--- config.mk ---
export PLATFORM = sky130hd
export DESIGN_NAME = ssy_syndrome_rec
export DESIGN_NICKNAME = d
export VERILOG_FILES = /design/src/ssy_pkg.sv /design/src/ssy_log_if.sv /design/src/ssy_encoder.sv /design/src/ssy_base_guard.sv /design/src/ssy_syndrome_rec.sv
export SDC_FILE = /design/constraint.sdc
export NUM_CORES = 1
export LEC_CHECK = 0
export ABC_AREA = 1
export BUFFER_PORTS_ARGS = -buffer_cell sky130_fd_sc_hd__buf_2
export CORE_ASPECT_RATIO = 0.5
export CORE_MARGIN = 3
export CORE_UTILIZATION = 57
export DETAILED_ROUTE_END_ITERATION = 8
export PLACE_DENSITY = 0.77
export SETUP_SLACK_MARGIN = 0.15
export SLEW_MARGIN = 20
export SYNTH_ARGS = -nofsm -noshare
export SYNTH_HDL_FRONTEND = slang
export SYNTH_HIERARCHICAL = 1
export SYNTH_SLANG_ARGS = --single-unit
export TNS_END_PERCENT = 10
--- constraint.sdc ---
create_clock -name clk -period 5.9 [get_ports clk]
set_input_delay 1.18 -clock clk [delete_from_list [all_inputs] [get_ports clk]]
set_output_delay 1.18 -clock clk [all_outputs]
set_load 0.02 [all_outputs]
--- src/ssy_pkg.sv ---
// Purpose: Shared constants for the software error syndrome record
// Assumes: APB register access, 32-bit data
// Notes:   Bank stride and control offsets are fixed here
package ssy_pkg;
  // Syndrome codes
  localparam logic [7:0] SYN_ILLEGAL_BUS   = 8'h00;
  localparam logic [7:0] SYN_UNIT_DOWN     = 8'h01;
  localparam logic [7:0] SYN_PWR_REJECT    = 8'h02;
  localparam logic [7:0] SYN_PROP_CONFLICT = 8'h04;
  localparam logic [7:0] SYN_PEND_CONFLICT = 8'h05;
  localparam logic [7:0] SYN_WAKE_ABANDON  = 8'h07;
  localparam logic [7:0] SYN_SLEEP_FAILED  = 8'h08;
  localparam logic [7:0] SYN_GRP_ON_SLEEP  = 8'h09;
  localparam logic [7:0] SYN_SOFT_NO_TGT   = 8'h10;
  localparam logic [7:0] SYN_SOFT_CORRUPT  = 8'h11;
  localparam logic [7:0] SYN_PERCORE_CORR  = 8'h12;
  localparam logic [7:0] SYN_DIST_CORR     = 8'h13;
  localparam logic [7:0] SYN_XLATE_OFF     = 8'h14;
  localparam logic [7:0] SYN_BLOCK_MISSING = 8'h18;
  localparam logic [7:0] SYN_ID_RANGE      = 8'h19;
  localparam logic [7:0] SYN_SHARED_NO_TGT = 8'h1A;
  localparam logic [7:0] SYN_ONE_OF_N      = 8'h1B;
  localparam logic [7:0] SYN_COLLATOR      = 8'h1C;
  localparam logic [7:0] SYN_BAD_DEACT     = 8'h1D;
  localparam logic [7:0] SYN_OFFLINE_CHIP  = 8'h1E;
  // Error type codes
  localparam logic [7:0] ETYPE_CORRUPT  = 8'h06;
  localparam logic [7:0] ETYPE_ILLEGAL  = 8'h0E;
  localparam logic [7:0] ETYPE_PROGRAM  = 8'h0F;
  // Register map
  localparam logic [7:0] BANK_STRIDE = 8'h10;
  localparam logic [7:0] OFS_STATUS  = 8'h00;
  localparam logic [7:0] OFS_MISC    = 8'h04;
  localparam logic [7:0] OFS_ADDR_LO = 8'h08;
  localparam logic [7:0] OFS_ADDR_HI = 8'h0C;
  localparam logic [7:0] OFS_CTRL    = 8'h20;
  // Status, address-high and control fields
  localparam int STAT_VALID_BIT  = 31;
  localparam int STAT_ADDRV_BIT  = 30;
  localparam int STAT_OVF_BIT    = 29;
  localparam int STAT_SYN_LSB    = 8;
  localparam int STAT_ETYPE_LSB  = 0;
  localparam int ADDR_HI_NS_BIT  = 31;
  localparam int CTRL_LOST_BIT   = 0;
  localparam int CTRL_MVIEW_BIT  = 1;
  // Reset values
  localparam logic [31:0] RESET_WORD = 32'h0000_0000;
endpackage

--- src/ssy_log_if.sv ---
// Purpose: Carries one log request to the encoder and its packed result
// Assumes: Encoder is purely combinational
// Notes:   src drives the request, enc answers
interface ssy_log_if;
  logic [7:0]  syn;
  logic [8:0]  core;
  logic [8:0]  unit;
  logic [9:0]  id;
  logic [4:0]  block;
  logic        rnw;
  logic        sparse;
  logic [2:0]  size;
  logic [7:0]  len;
  logic [7:0]  etype;
  logic [31:0] data;
  logic        known;
  logic        bank_zero;
  logic        uses_addr;
  modport src (output syn, core, unit, id, block, rnw, sparse, size, len,
               input  etype, data, known, bank_zero, uses_addr);
  modport enc (input  syn, core, unit, id, block, rnw, sparse, size, len,
               output etype, data, known, bank_zero, uses_addr);
endinterface

--- src/ssy_encoder.sv ---
// Purpose: Maps a syndrome to its error type, packed data and bank choice
// Assumes: Unknown codes are flagged and not logged
// Notes:   Undefined data bits are zero
module ssy_encoder (
  ssy_log_if.enc lg
);
  always_comb begin
    lg.etype     = 8'h00;
    lg.data      = 32'h0000_0000;
    lg.known     = 1'b1;
    lg.bank_zero = 1'b0;
    lg.uses_addr = 1'b0;
    unique case (lg.syn)
      ssy_pkg::SYN_ILLEGAL_BUS: begin
        lg.etype = ssy_pkg::ETYPE_ILLEGAL;
        lg.data  = {19'h0, lg.rnw, lg.sparse, lg.size, lg.len};
      end
      ssy_pkg::SYN_UNIT_DOWN, ssy_pkg::SYN_PWR_REJECT: begin
        lg.etype     = ssy_pkg::ETYPE_PROGRAM;
        lg.data      = {7'h0, lg.unit, 7'h0, lg.core};
        lg.bank_zero = 1'b1;
      end
      ssy_pkg::SYN_PROP_CONFLICT, ssy_pkg::SYN_PEND_CONFLICT,
      ssy_pkg::SYN_WAKE_ABANDON, ssy_pkg::SYN_GRP_ON_SLEEP: begin
        lg.etype = ssy_pkg::ETYPE_PROGRAM;
        lg.data  = {23'h0, lg.core};
      end
      ssy_pkg::SYN_SLEEP_FAILED: begin
        lg.etype     = ssy_pkg::ETYPE_PROGRAM;
        lg.data      = {23'h0, lg.core};
        lg.bank_zero = 1'b1;
      end
      ssy_pkg::SYN_SOFT_NO_TGT: begin
        lg.etype = ssy_pkg::ETYPE_ILLEGAL;
        lg.data  = {23'h0, lg.core};
      end
      ssy_pkg::SYN_SOFT_CORRUPT: begin
        lg.etype     = ssy_pkg::ETYPE_CORRUPT;
        lg.data      = {23'h0, lg.core};
        lg.bank_zero = 1'b1;
      end
      ssy_pkg::SYN_PERCORE_CORR: begin
        lg.etype     = ssy_pkg::ETYPE_CORRUPT;
        lg.uses_addr = 1'b1;
      end
      ssy_pkg::SYN_DIST_CORR: begin
        lg.etype     = ssy_pkg::ETYPE_CORRUPT;
        lg.uses_addr = 1'b1;
        lg.bank_zero = 1'b1;
      end
      ssy_pkg::SYN_XLATE_OFF: begin
        lg.etype     = ssy_pkg::ETYPE_PROGRAM;
        lg.uses_addr = 1'b1;
      end
      ssy_pkg::SYN_BLOCK_MISSING: begin
        lg.etype = ssy_pkg::ETYPE_ILLEGAL;
        lg.data  = {27'h0, lg.block};
      end
      ssy_pkg::SYN_ID_RANGE: begin
        lg.etype = ssy_pkg::ETYPE_ILLEGAL;
        lg.data  = {22'h0, lg.id};
      end
      ssy_pkg::SYN_SHARED_NO_TGT, ssy_pkg::SYN_ONE_OF_N,
      ssy_pkg::SYN_OFFLINE_CHIP: begin
        lg.etype = ssy_pkg::ETYPE_PROGRAM;
        lg.data  = {22'h0, lg.id};
      end
      ssy_pkg::SYN_COLLATOR: begin
        lg.etype     = ssy_pkg::ETYPE_PROGRAM;
        lg.data      = {22'h0, lg.id};
        lg.bank_zero = 1'b1;
      end
      ssy_pkg::SYN_BAD_DEACT: begin
        lg.etype = ssy_pkg::ETYPE_ILLEGAL;
      end
      default: begin
        lg.known = 1'b0;
      end
    endcase
  end
endmodule

--- src/ssy_base_guard.sv ---
// Purpose: Holds one table base and refuses conflicting reprogramming
// Assumes: in_use marks the current base as live
// Notes:   refused_q pulses one cycle per refused write
module ssy_base_guard #(
  parameter int W = 52
) (
  input  wire logic         clk,
  input  wire logic         rst,
  input  wire logic         wr_req,
  input  wire logic [W-1:0] wr_val,
  input  wire logic         in_use,
  output logic      [W-1:0] base_q,
  output logic              refused_q
);
  logic conflict;
  assign conflict = in_use && (wr_val != base_q);

  always_ff @(posedge clk) begin
    if (rst) begin
      base_q <= '0;
    end else if (wr_req && !conflict) begin
      base_q <= wr_val;
    end
  end

  always_ff @(posedge clk) begin
    if (rst) begin
      refused_q <= 1'b0;
    end else begin
      refused_q <= wr_req && conflict;
    end
  end
endmodule

--- src/ssy_syndrome_rec.sv ---
// Purpose: Software error record with two view banks behind APB
// Assumes: Event inputs are single-cycle pulses on clk
// Notes:   A full bank keeps its first entry and flags overflow
//
// What this block does
// - Illegal bus access: code 0x0, access fields
// - Powered-down unit access: 0x1, unit, core
// - Rejected power-down: 0x2, unit, core
// - Property base conflict refused, logs 0x4
// - Pending base conflict refused, logs 0x5
// - Sleep with group enables logs 0x9
// - Soft interrupt without target logs 0x10
// - Corrupted soft interrupt logs 0x11, bank 0
// - Corrupt register reads log 0x12/0x13, address
// - Powered-down translator read logs 0x14, address
// - Missing shared block logs 0x18, block
// - Bad doorbell identifier logs 0x19, identifier
// - Shared interrupt without target logs 0x1A
// - Undeliverable one-of-N logs 0x1B
// - Collator out of range logs 0x1C
// - Send to offline chip logs 0x1E
// - Data packed from bit 0, rest zero
// - Per-view banks only with multi-view support
// - Address register gated by code and valid
module ssy_syndrome_rec #(
  parameter int AW = 8,
  parameter int BW = 52
) (
  input  wire logic          clk,
  input  wire logic          rst,
  input  wire logic          psel,
  input  wire logic          penable,
  input  wire logic          pwrite,
  input  wire logic [AW-1:0] paddr,
  input  wire logic [31:0]   pwdata,
  output logic      [31:0]   prdata,
  output logic               pready,
  output logic               pslverr,
  input  wire logic          multi_view_support_flag,
  input  wire logic          log_valid,
  input  wire logic [7:0]    log_syn,
  input  wire logic [8:0]    log_core,
  input  wire logic [8:0]    log_unit,
  input  wire logic [9:0]    log_id,
  input  wire logic [4:0]    log_block,
  input  wire logic          access_read_not_write,
  input  wire logic          access_sparse_flag,
  input  wire logic [2:0]    access_size_field,
  input  wire logic [7:0]    access_length_field,
  input  wire logic          log_view,
  input  wire logic          log_deact_private,
  input  wire logic [51:0]   log_addr,
  input  wire logic          log_addr_ns,
  input  wire logic          prop_wr,
  input  wire logic          pend_wr,
  input  wire logic [BW-1:0] base_wr_val,
  input  wire logic [8:0]    base_wr_core,
  input  wire logic          base_wr_view,
  input  wire logic          prop_in_use,
  input  wire logic          pend_in_use,
  output logic      [BW-1:0] property_table_base,
  output logic      [BW-1:0] pending_table_base
);
  localparam int NB = 2;

  ssy_log_if lg ();

  logic       prop_ref;
  logic       pend_ref;
  logic [8:0] ref_core_q;
  logic       ref_view_q;

  ssy_base_guard #(.W(BW)) u_prop (
    .clk       (clk),
    .rst       (rst),
    .wr_req    (prop_wr),
    .wr_val    (base_wr_val),
    .in_use    (prop_in_use),
    .base_q    (property_table_base),
    .refused_q (prop_ref)
  );

  ssy_base_guard #(.W(BW)) u_pend (
    .clk       (clk),
    .rst       (rst),
    .wr_req    (pend_wr),
    .wr_val    (base_wr_val),
    .in_use    (pend_in_use),
    .base_q    (pending_table_base),
    .refused_q (pend_ref)
  );

  ssy_encoder u_enc (
    .lg (lg)
  );

  // Core and view of the refused base write
  always_ff @(posedge clk) begin
    if (rst) begin
      ref_core_q <= 9'h000;
      ref_view_q <= 1'b0;
    end else if (prop_wr || pend_wr) begin
      ref_core_q <= base_wr_core;
      ref_view_q <= base_wr_view;
    end
  end

  // Source selection: refusals first, then external events
  logic ext_ok;
  logic ev_any;
  logic ev_view;
  logic lost_now;
  assign ext_ok = log_valid && !(log_syn == ssy_pkg::SYN_BAD_DEACT
                                 && log_deact_private);
  assign ev_any = prop_ref || pend_ref || ext_ok;
  assign lost_now = (prop_ref && pend_ref) || ((prop_ref || pend_ref) && ext_ok);

  always_comb begin
    lg.syn    = log_syn;
    lg.core   = log_core;
    lg.unit   = log_unit;
    lg.id     = log_id;
    lg.block  = log_block;
    lg.rnw    = access_read_not_write;
    lg.sparse = access_sparse_flag;
    lg.size   = access_size_field;
    lg.len    = access_length_field;
    ev_view   = log_view;
    if (prop_ref) begin
      lg.syn  = ssy_pkg::SYN_PROP_CONFLICT;
      lg.core = ref_core_q;
      ev_view = ref_view_q;
    end else if (pend_ref) begin
      lg.syn  = ssy_pkg::SYN_PEND_CONFLICT;
      lg.core = ref_core_q;
      ev_view = ref_view_q;
    end
  end

  // Strap pin through three stages; taken once the last two agree
  logic [2:0] mv_sync_q;
  logic       mview_q;
  always_ff @(posedge clk) begin
    if (rst) begin
      mv_sync_q <= 3'h0;
    end else begin
      mv_sync_q <= {mv_sync_q[1:0], multi_view_support_flag};
    end
  end

  always_ff @(posedge clk) begin
    if (rst) begin
      mview_q <= 1'b0;
    end else if (mv_sync_q[2] == mv_sync_q[1]) begin
      mview_q <= mv_sync_q[2];
    end
  end

  logic ev_fire;
  logic ev_bank;
  assign ev_fire = ev_any && lg.known;
  assign ev_bank = mview_q && !lg.bank_zero && ev_view;

  // APB decode
  logic          acc;
  logic          wr_en;
  logic [AW-1:0] ofs;
  logic          bank_hit;
  logic          bank_idx;
  logic          ctrl_hit;
  assign acc      = psel && penable && pready;
  assign wr_en    = acc && pwrite;
  assign bank_hit = paddr < AW'(2 * ssy_pkg::BANK_STRIDE) && paddr[1:0] == 2'h0;
  assign bank_idx = paddr[4];
  assign ofs      = paddr & AW'(8'h0C);
  assign ctrl_hit = paddr == AW'(ssy_pkg::OFS_CTRL);

  // Per-bank record
  logic [NB-1:0]       v_q;
  logic [NB-1:0]       addrv_q;
  logic [NB-1:0]       ovf_q;
  logic [NB-1:0]       ns_q;
  logic [7:0]          syn_q   [NB];
  logic [7:0]          etype_q [NB];
  logic [31:0]         misc_q  [NB];
  logic [51:0]         addr_q  [NB];
  logic [NB-1:0]       addr_open;

  genvar b;
  generate
    for (b = 0; b < NB; b++) begin : g_bank
      logic sel_w;
      logic hit_ev;
      logic clr_v;
      logic clr_o;
      assign sel_w  = wr_en && bank_hit && (bank_idx == 1'(b));
      assign hit_ev = ev_fire && (ev_bank == 1'(b));
      assign clr_v  = sel_w && ofs == AW'(ssy_pkg::OFS_STATUS)
                      && pwdata[ssy_pkg::STAT_VALID_BIT];
      assign clr_o  = sel_w && ofs == AW'(ssy_pkg::OFS_STATUS)
                      && pwdata[ssy_pkg::STAT_OVF_BIT];
      assign addr_open[b] = !addrv_q[b] && (syn_q[b] == ssy_pkg::SYN_ILLEGAL_BUS
                            || syn_q[b] == ssy_pkg::SYN_PERCORE_CORR
                            || syn_q[b] == ssy_pkg::SYN_DIST_CORR
                            || syn_q[b] == ssy_pkg::SYN_XLATE_OFF);

      // Record load: new entry wins over a same-cycle clear
      always_ff @(posedge clk) begin
        if (rst) begin
          v_q[b]     <= 1'b0;
          addrv_q[b] <= 1'b0;
          syn_q[b]   <= 8'h00;
          etype_q[b] <= 8'h00;
          misc_q[b]  <= 32'h0000_0000;
        end else if (hit_ev && (!v_q[b] || clr_v)) begin
          v_q[b]     <= 1'b1;
          addrv_q[b] <= lg.uses_addr;
          syn_q[b]   <= lg.syn;
          etype_q[b] <= lg.etype;
          misc_q[b]  <= lg.data;
        end else if (clr_v) begin
          v_q[b]     <= 1'b0;
          addrv_q[b] <= 1'b0;
        end
      end

      always_ff @(posedge clk) begin
        if (rst) begin
          ovf_q[b] <= 1'b0;
        end else if (hit_ev && v_q[b] && !clr_v) begin
          ovf_q[b] <= 1'b1;
        end else if (clr_o) begin
          ovf_q[b] <= 1'b0;
        end
      end

      // Address register: event fill or gated software write
      always_ff @(posedge clk) begin
        if (rst) begin
          addr_q[b] <= 52'h0_0000_0000_0000;
          ns_q[b]   <= 1'b0;
        end else if (hit_ev && (!v_q[b] || clr_v)) begin
          addr_q[b] <= lg.uses_addr ? log_addr : 52'h0_0000_0000_0000;
          ns_q[b]   <= lg.uses_addr && log_addr_ns;
        end else if (sel_w && addr_open[b]) begin
          if (ofs == AW'(ssy_pkg::OFS_ADDR_LO)) begin
            addr_q[b][31:0] <= pwdata;
          end else if (ofs == AW'(ssy_pkg::OFS_ADDR_HI)) begin
            addr_q[b][51:32] <= pwdata[19:0];
            ns_q[b]          <= pwdata[ssy_pkg::ADDR_HI_NS_BIT];
          end
        end
      end
    end
  endgenerate

  // Lost-event flag, set wins over clear
  logic lost_q;
  always_ff @(posedge clk) begin
    if (rst) begin
      lost_q <= 1'b0;
    end else if (lost_now) begin
      lost_q <= 1'b1;
    end else if (wr_en && ctrl_hit && pwdata[ssy_pkg::CTRL_LOST_BIT]) begin
      lost_q <= 1'b0;
    end
  end

  // Read mux
  logic [31:0] rd_d;
  logic        err_d;
  always_comb begin
    rd_d  = ssy_pkg::RESET_WORD;
    err_d = 1'b0;
    if (bank_hit) begin
      unique case (ofs)
        AW'(ssy_pkg::OFS_STATUS): begin
          rd_d[ssy_pkg::STAT_VALID_BIT] = v_q[bank_idx];
          rd_d[ssy_pkg::STAT_ADDRV_BIT] = addrv_q[bank_idx];
          rd_d[ssy_pkg::STAT_OVF_BIT]   = ovf_q[bank_idx];
          rd_d[ssy_pkg::STAT_SYN_LSB +: 8]   = syn_q[bank_idx];
          rd_d[ssy_pkg::STAT_ETYPE_LSB +: 8] = etype_q[bank_idx];
        end
        AW'(ssy_pkg::OFS_MISC): begin
          rd_d = misc_q[bank_idx];
        end
        AW'(ssy_pkg::OFS_ADDR_LO): begin
          if (addr_open[bank_idx] || addrv_q[bank_idx]) begin
            rd_d = addr_q[bank_idx][31:0];
          end
        end
        default: begin
          if (addr_open[bank_idx] || addrv_q[bank_idx]) begin
            rd_d[19:0] = addr_q[bank_idx][51:32];
            rd_d[ssy_pkg::ADDR_HI_NS_BIT] = ns_q[bank_idx];
          end
        end
      endcase
    end else if (ctrl_hit) begin
      rd_d[ssy_pkg::CTRL_LOST_BIT]  = lost_q;
      rd_d[ssy_pkg::CTRL_MVIEW_BIT] = mview_q;
    end else begin
      err_d = 1'b1;
    end
  end

  // APB answer: one wait state
  logic take;
  assign take = psel && penable && !pready;

  always_ff @(posedge clk) begin
    if (rst) begin
      pready <= 1'b0;
    end else begin
      pready <= take;
    end
  end

  // Read data stands only in the answer cycle
  always_ff @(posedge clk) begin
    if (rst) begin
      prdata <= 32'h0000_0000;
    end else begin
      prdata <= (take && !pwrite) ? rd_d : 32'h0000_0000;
    end
  end

  // Error pulse rides with pready
  always_ff @(posedge clk) begin
    if (rst) begin
      pslverr <= 1'b0;
    end else begin
      pslverr <= take && err_d;
    end
  end
endmodule

==> flow_metrics.tcl <==
set metrics [dict create \
    worstPathMaxFanout 50 \
    arrival_ps 4640 \
    io_pins 360 \
    wl_met2_microns 27990 \
    seq_power_share_pct 48.8 \
    chipHeight_microns 137.8 \
    cts_buffers 34 \
    cpMostUsedCell "nor2_1" \
    hp-class "reg -> reg" \
    via_count 18276 \
    synth_top_family_by_area "simple AND/OR/NAND/NOR gates" \
    synth_fa_ha_area_share_pct 0.3157 \
    dieArea_sq_um 37170 \
    max_stage_delay_ps 730 \
    yosys_most_used_dff "edfxtp_1" \
    avgSynthCellArea_sq_um 7.277 \
    place_ws_ps 1206 \
    std_cell_rows 47 \
    htreeDepth 2 \
    mappedNetlistArea_sq_um 19810 \
    p_leak_uw 0.01087 \
    end_kind "register" \
    first_iter_violations 1758 \
    async_flop_share_pct 0 \
    critPathTopFamily "simple AND/OR/NAND/NOR gates" \
    place_congestion 0.8745 \
    synth_most_common_cell "nand2_1" \
    finalCriticalPeriod_ps 4364 \
    grt_max_degree 107 \
    die_w_microns 269.7 \
    dpl.hpwl_microns 38610 \
    grt_pass1_vias 16782 \
    grt_first_pass_wirelength_microns 87240 \
    yosys.area_share.simple_pct 29.91 \
    clock-sinks 363 \
    clock_latency_ps 530 \
    p_int_uw 4294 \
    path_class "reg -> reg" \
    antenna_found_initial 5 \
    synth_mux_area_share_pct 0.2526 \
    power_density_nw_per_um2 258.9 \
    worst_pin_slew_ps 1104 \
    maxCapViolCount 0 \
    ys_seq_area_share_pct 46.78 \
    clock_skew_ps 17.42 \
    post_cts_buffers 0 \
    nets 3225 \
    synth_cell_types 41 \
    slew_violations 0 \
    drive_above_1_share_pct 17.59 \
    top_layer "met5" \
    slowest_stage "nand2_1" \
    drtAntennaViolNets 0 \
    setup_tns_ps 0 \
    start_util_pct 58.90 \
    finalNonFillerCells 3492 \
    critPathBufInv 4 \
    cts_tree "yes" \
    path_cells "nor2_4 > buf_4 > inv_2 > nor2_1 > nor2_1 > nand3_1 > nor2_2 > nor2_4 > inv_2 > nor2_1 > o21ai_0 > nor3_2 > o21ai_2 > nor2_2 > nand3_2 > buf_4 > nand2_1 > nand2_1 > nor2_1" \
    setup_viol 0 \
    ctsHoldBuffers 0 \
    rsz0062_at_grt "false" \
    ir_drop_uv 147.3 \
    ys_top_cells_by_area "edfxtp_1, dfxtp_1, nand2_1" \
    wirelength_microns 56800 \
    syn_inst 2723 \
    synth-compound-area-share_pct 9.813 \
    routedWlPerCell_microns 16.27 \
    drc 0 \
    grt_overflow 0 \
    cts_root_buf "clkbuf_16" \
    synth-edff-count 200 \
    coreArea_sq_um 33640 \
    switching_share_pct 26.91 \
    m1WireLength_microns 22730 \
    synth-seq-cells 363 \
    placed_area_sq_um 21570 \
    synth.top_cell.area_share_pct 30.31 \
    via_per_inst 5.234 \
    cts_resized 0 \
    cts_buffer_depth 3 \
    clkTransAtPathRegs_ps 70 \
    cp-start-kind "register" \
    ys_warn_count 6 \
    clockPowerShare_pct 37.9 \
    hold_violations 0 \
    dr.pass1.iters 5 \
    worst_slack_ps 1536 \
    io_buffers 359 \
    gr-usage-all-layers_pct 29.49 \
    synth_area_leader_cell "edfxtp_1" \
    syn_to_final_growth_pct 14.51 \
    comb_power_share_pct 13.3 \
    design_area_sq_um 22690 \
    outcome "completed" \
    wl_met3_microns 4227 \
    synth_xor_area_share_pct 1.503 \
    max_freq_ghz 0.2291 \
    relSlewSlack_pct 26.40 \
    finalCritPeriodShare_pct 73.97 \
    p_sw_uw 1580 \
    dp.cells 3427 \
    yosys-top-cells-count "nand2_1, inv_1, nor2_1" \
    required_ps 6180 \
]
[metal layers]
layer,GRT usage [%],up-vias
met5,0,-
met4,11.18,6
met3,5.464,130
met2,51.71,687
met1,36.79,8351
li1,-,9102
[state kept, by name, indices dropped and copies added (netlist names)]
signal            cells
ovf_q                 2
ref_core_q            9
lost_q                1
v_q                   2
pready                1
pslverr               1
u_pend/base_q        52
addr_q              104
syn_q                16
ns_q                  2
ref_view_q            1
u_prop/base_q        52
misc_q               64
prdata               32
mview_q               1
mv_sync_q             3
u_pend/refused_q      1
u_prop/refused_q      1
etype_q              16
addrv_q               2
[worst paths after layout]
check / from / to / slack, ps / depth (start not counted)
worst max register to register: u_prop/refused_q / addr_q[1][32] / 1540 / 19
worst max-delay path: u_prop/refused_q / addr_q[1][32] / 1540 / 19
worst min register to register: mv_sync_q[0] / mv_sync_q[1] / 410 / 2
worst min-delay path: mv_sync_q[0] / mv_sync_q[1] / 410 / 2
[worst min-delay path, delay by kind of cell (launching register included)]
kind	cells	cell delay (ps)
buffers and inverters	1	40
and+or+nand+nor	1	30
DFF	1	300
[cell usage in the layout (no fill, tap or decap), types with 2 or more instances in the layout]
| cell | netlist | layout |
|---|---|---|
| nand2_1 | 836 | 833 |
| inv_1 | 359 | 359 |
| buf_2 | 26 | 357 |
| nor2_1 | 338 | 338 |
| edfxtp_1 | 200 | 200 |
| dfxtp_1 | 163 | 163 |
| a21oi_1 | 159 | 159 |
| nand3_1 | 153 | 153 |
| o21ai_0 | 93 | 93 |
| o21ai_1 | 40 | 39 |
| nor2_2 | 37 | 37 |
| clkbuf_16 | 0 | 37 |
| xnor2_1 | 32 | 32 |
| a221oi_1 | 30 | 30 |
| or2_2 | 20 | 20 |
| nor3_1 | 19 | 19 |
| buf_4 | 28 | 19 |
| inv_2 | 18 | 18 |
| o211ai_1 | 17 | 17 |
| conb_1 | 1 | 14 |
| clkinv_1 | 2 | 11 |
| nor2_4 | 8 | 8 |
| nand2_2 | 7 | 8 |
| clkinv_2 | 0 | 6 |
| nand3_2 | 5 | 5 |
| mux2i_1 | 5 | 5 |
| ha_1 | 5 | 5 |
| clkbuf_1 | 62 | 5 |
| nor3_2 | 4 | 4 |
| a31oi_1 | 4 | 4 |
| o22ai_1 | 4 | 4 |
| diode_2 | 0 | 3 |
| nand3_4 | 3 | 3 |
| o21ai_2 | 2 | 2 |
| o2111ai_1 | 2 | 2 |
| bufinv_16 | 0 | 2 |
| xor2_1 | 2 | 2 |
| nand2_8 | 0 | 2 |
[power groups by stage]
stage	combinational [uW]	clock, uW	sequential [uW]
2_1_floorplan	458	0	2960
3_3_place_gp	761	0	2910
3_5_place_dp	771	0	2920
4_1_cts	776	2240	2860
5_1_grt	870	2350	2880
6_report	782	2230	2860
[logic make-up (layout without fill, tap and decap cells)]
group                    count (synthesis)  count (layout)
buffers and inverters                  529             817
XOR/XNOR                                34              34
flip-flops                             363             363
adder cells (fa/ha/maj)                  5               5
AND/OR/NAND/NOR                       1434            1434
multiplexers                             5               5
AO/OA/AOI/OAI                          352             352
other                                    1              17
[per-stage QoR]
| stage | utilization, % | total power (uW) | hold WS [ps] |
|---|---|---|---|
| final | 67.45 | 5874 | 407.1 |
| after global placement | 64.11 | 3674 | 393.0 |
| after CTS | 67.38 | 5883 | 409.1 |
| after detailed placement | 64.11 | 3689 | 400.8 |
| after global routing | 67.45 | 6099 | 426.6 |
| after floorplan | - | 3421 | 388.3 |
[layout make-up]
class                   count  area [sq um]
repair buffers            376          1929
flip-flops and latches    363          9269
diodes                      3         7.507
well taps                 465         581.8
clock inverters            18         132.6
clock buffers              44         965.9
multi-input cells        1844          8381
inverters                 379          1423
fillers                  2927         10950
Note: power is estimated with default switching activity, not from simulation.
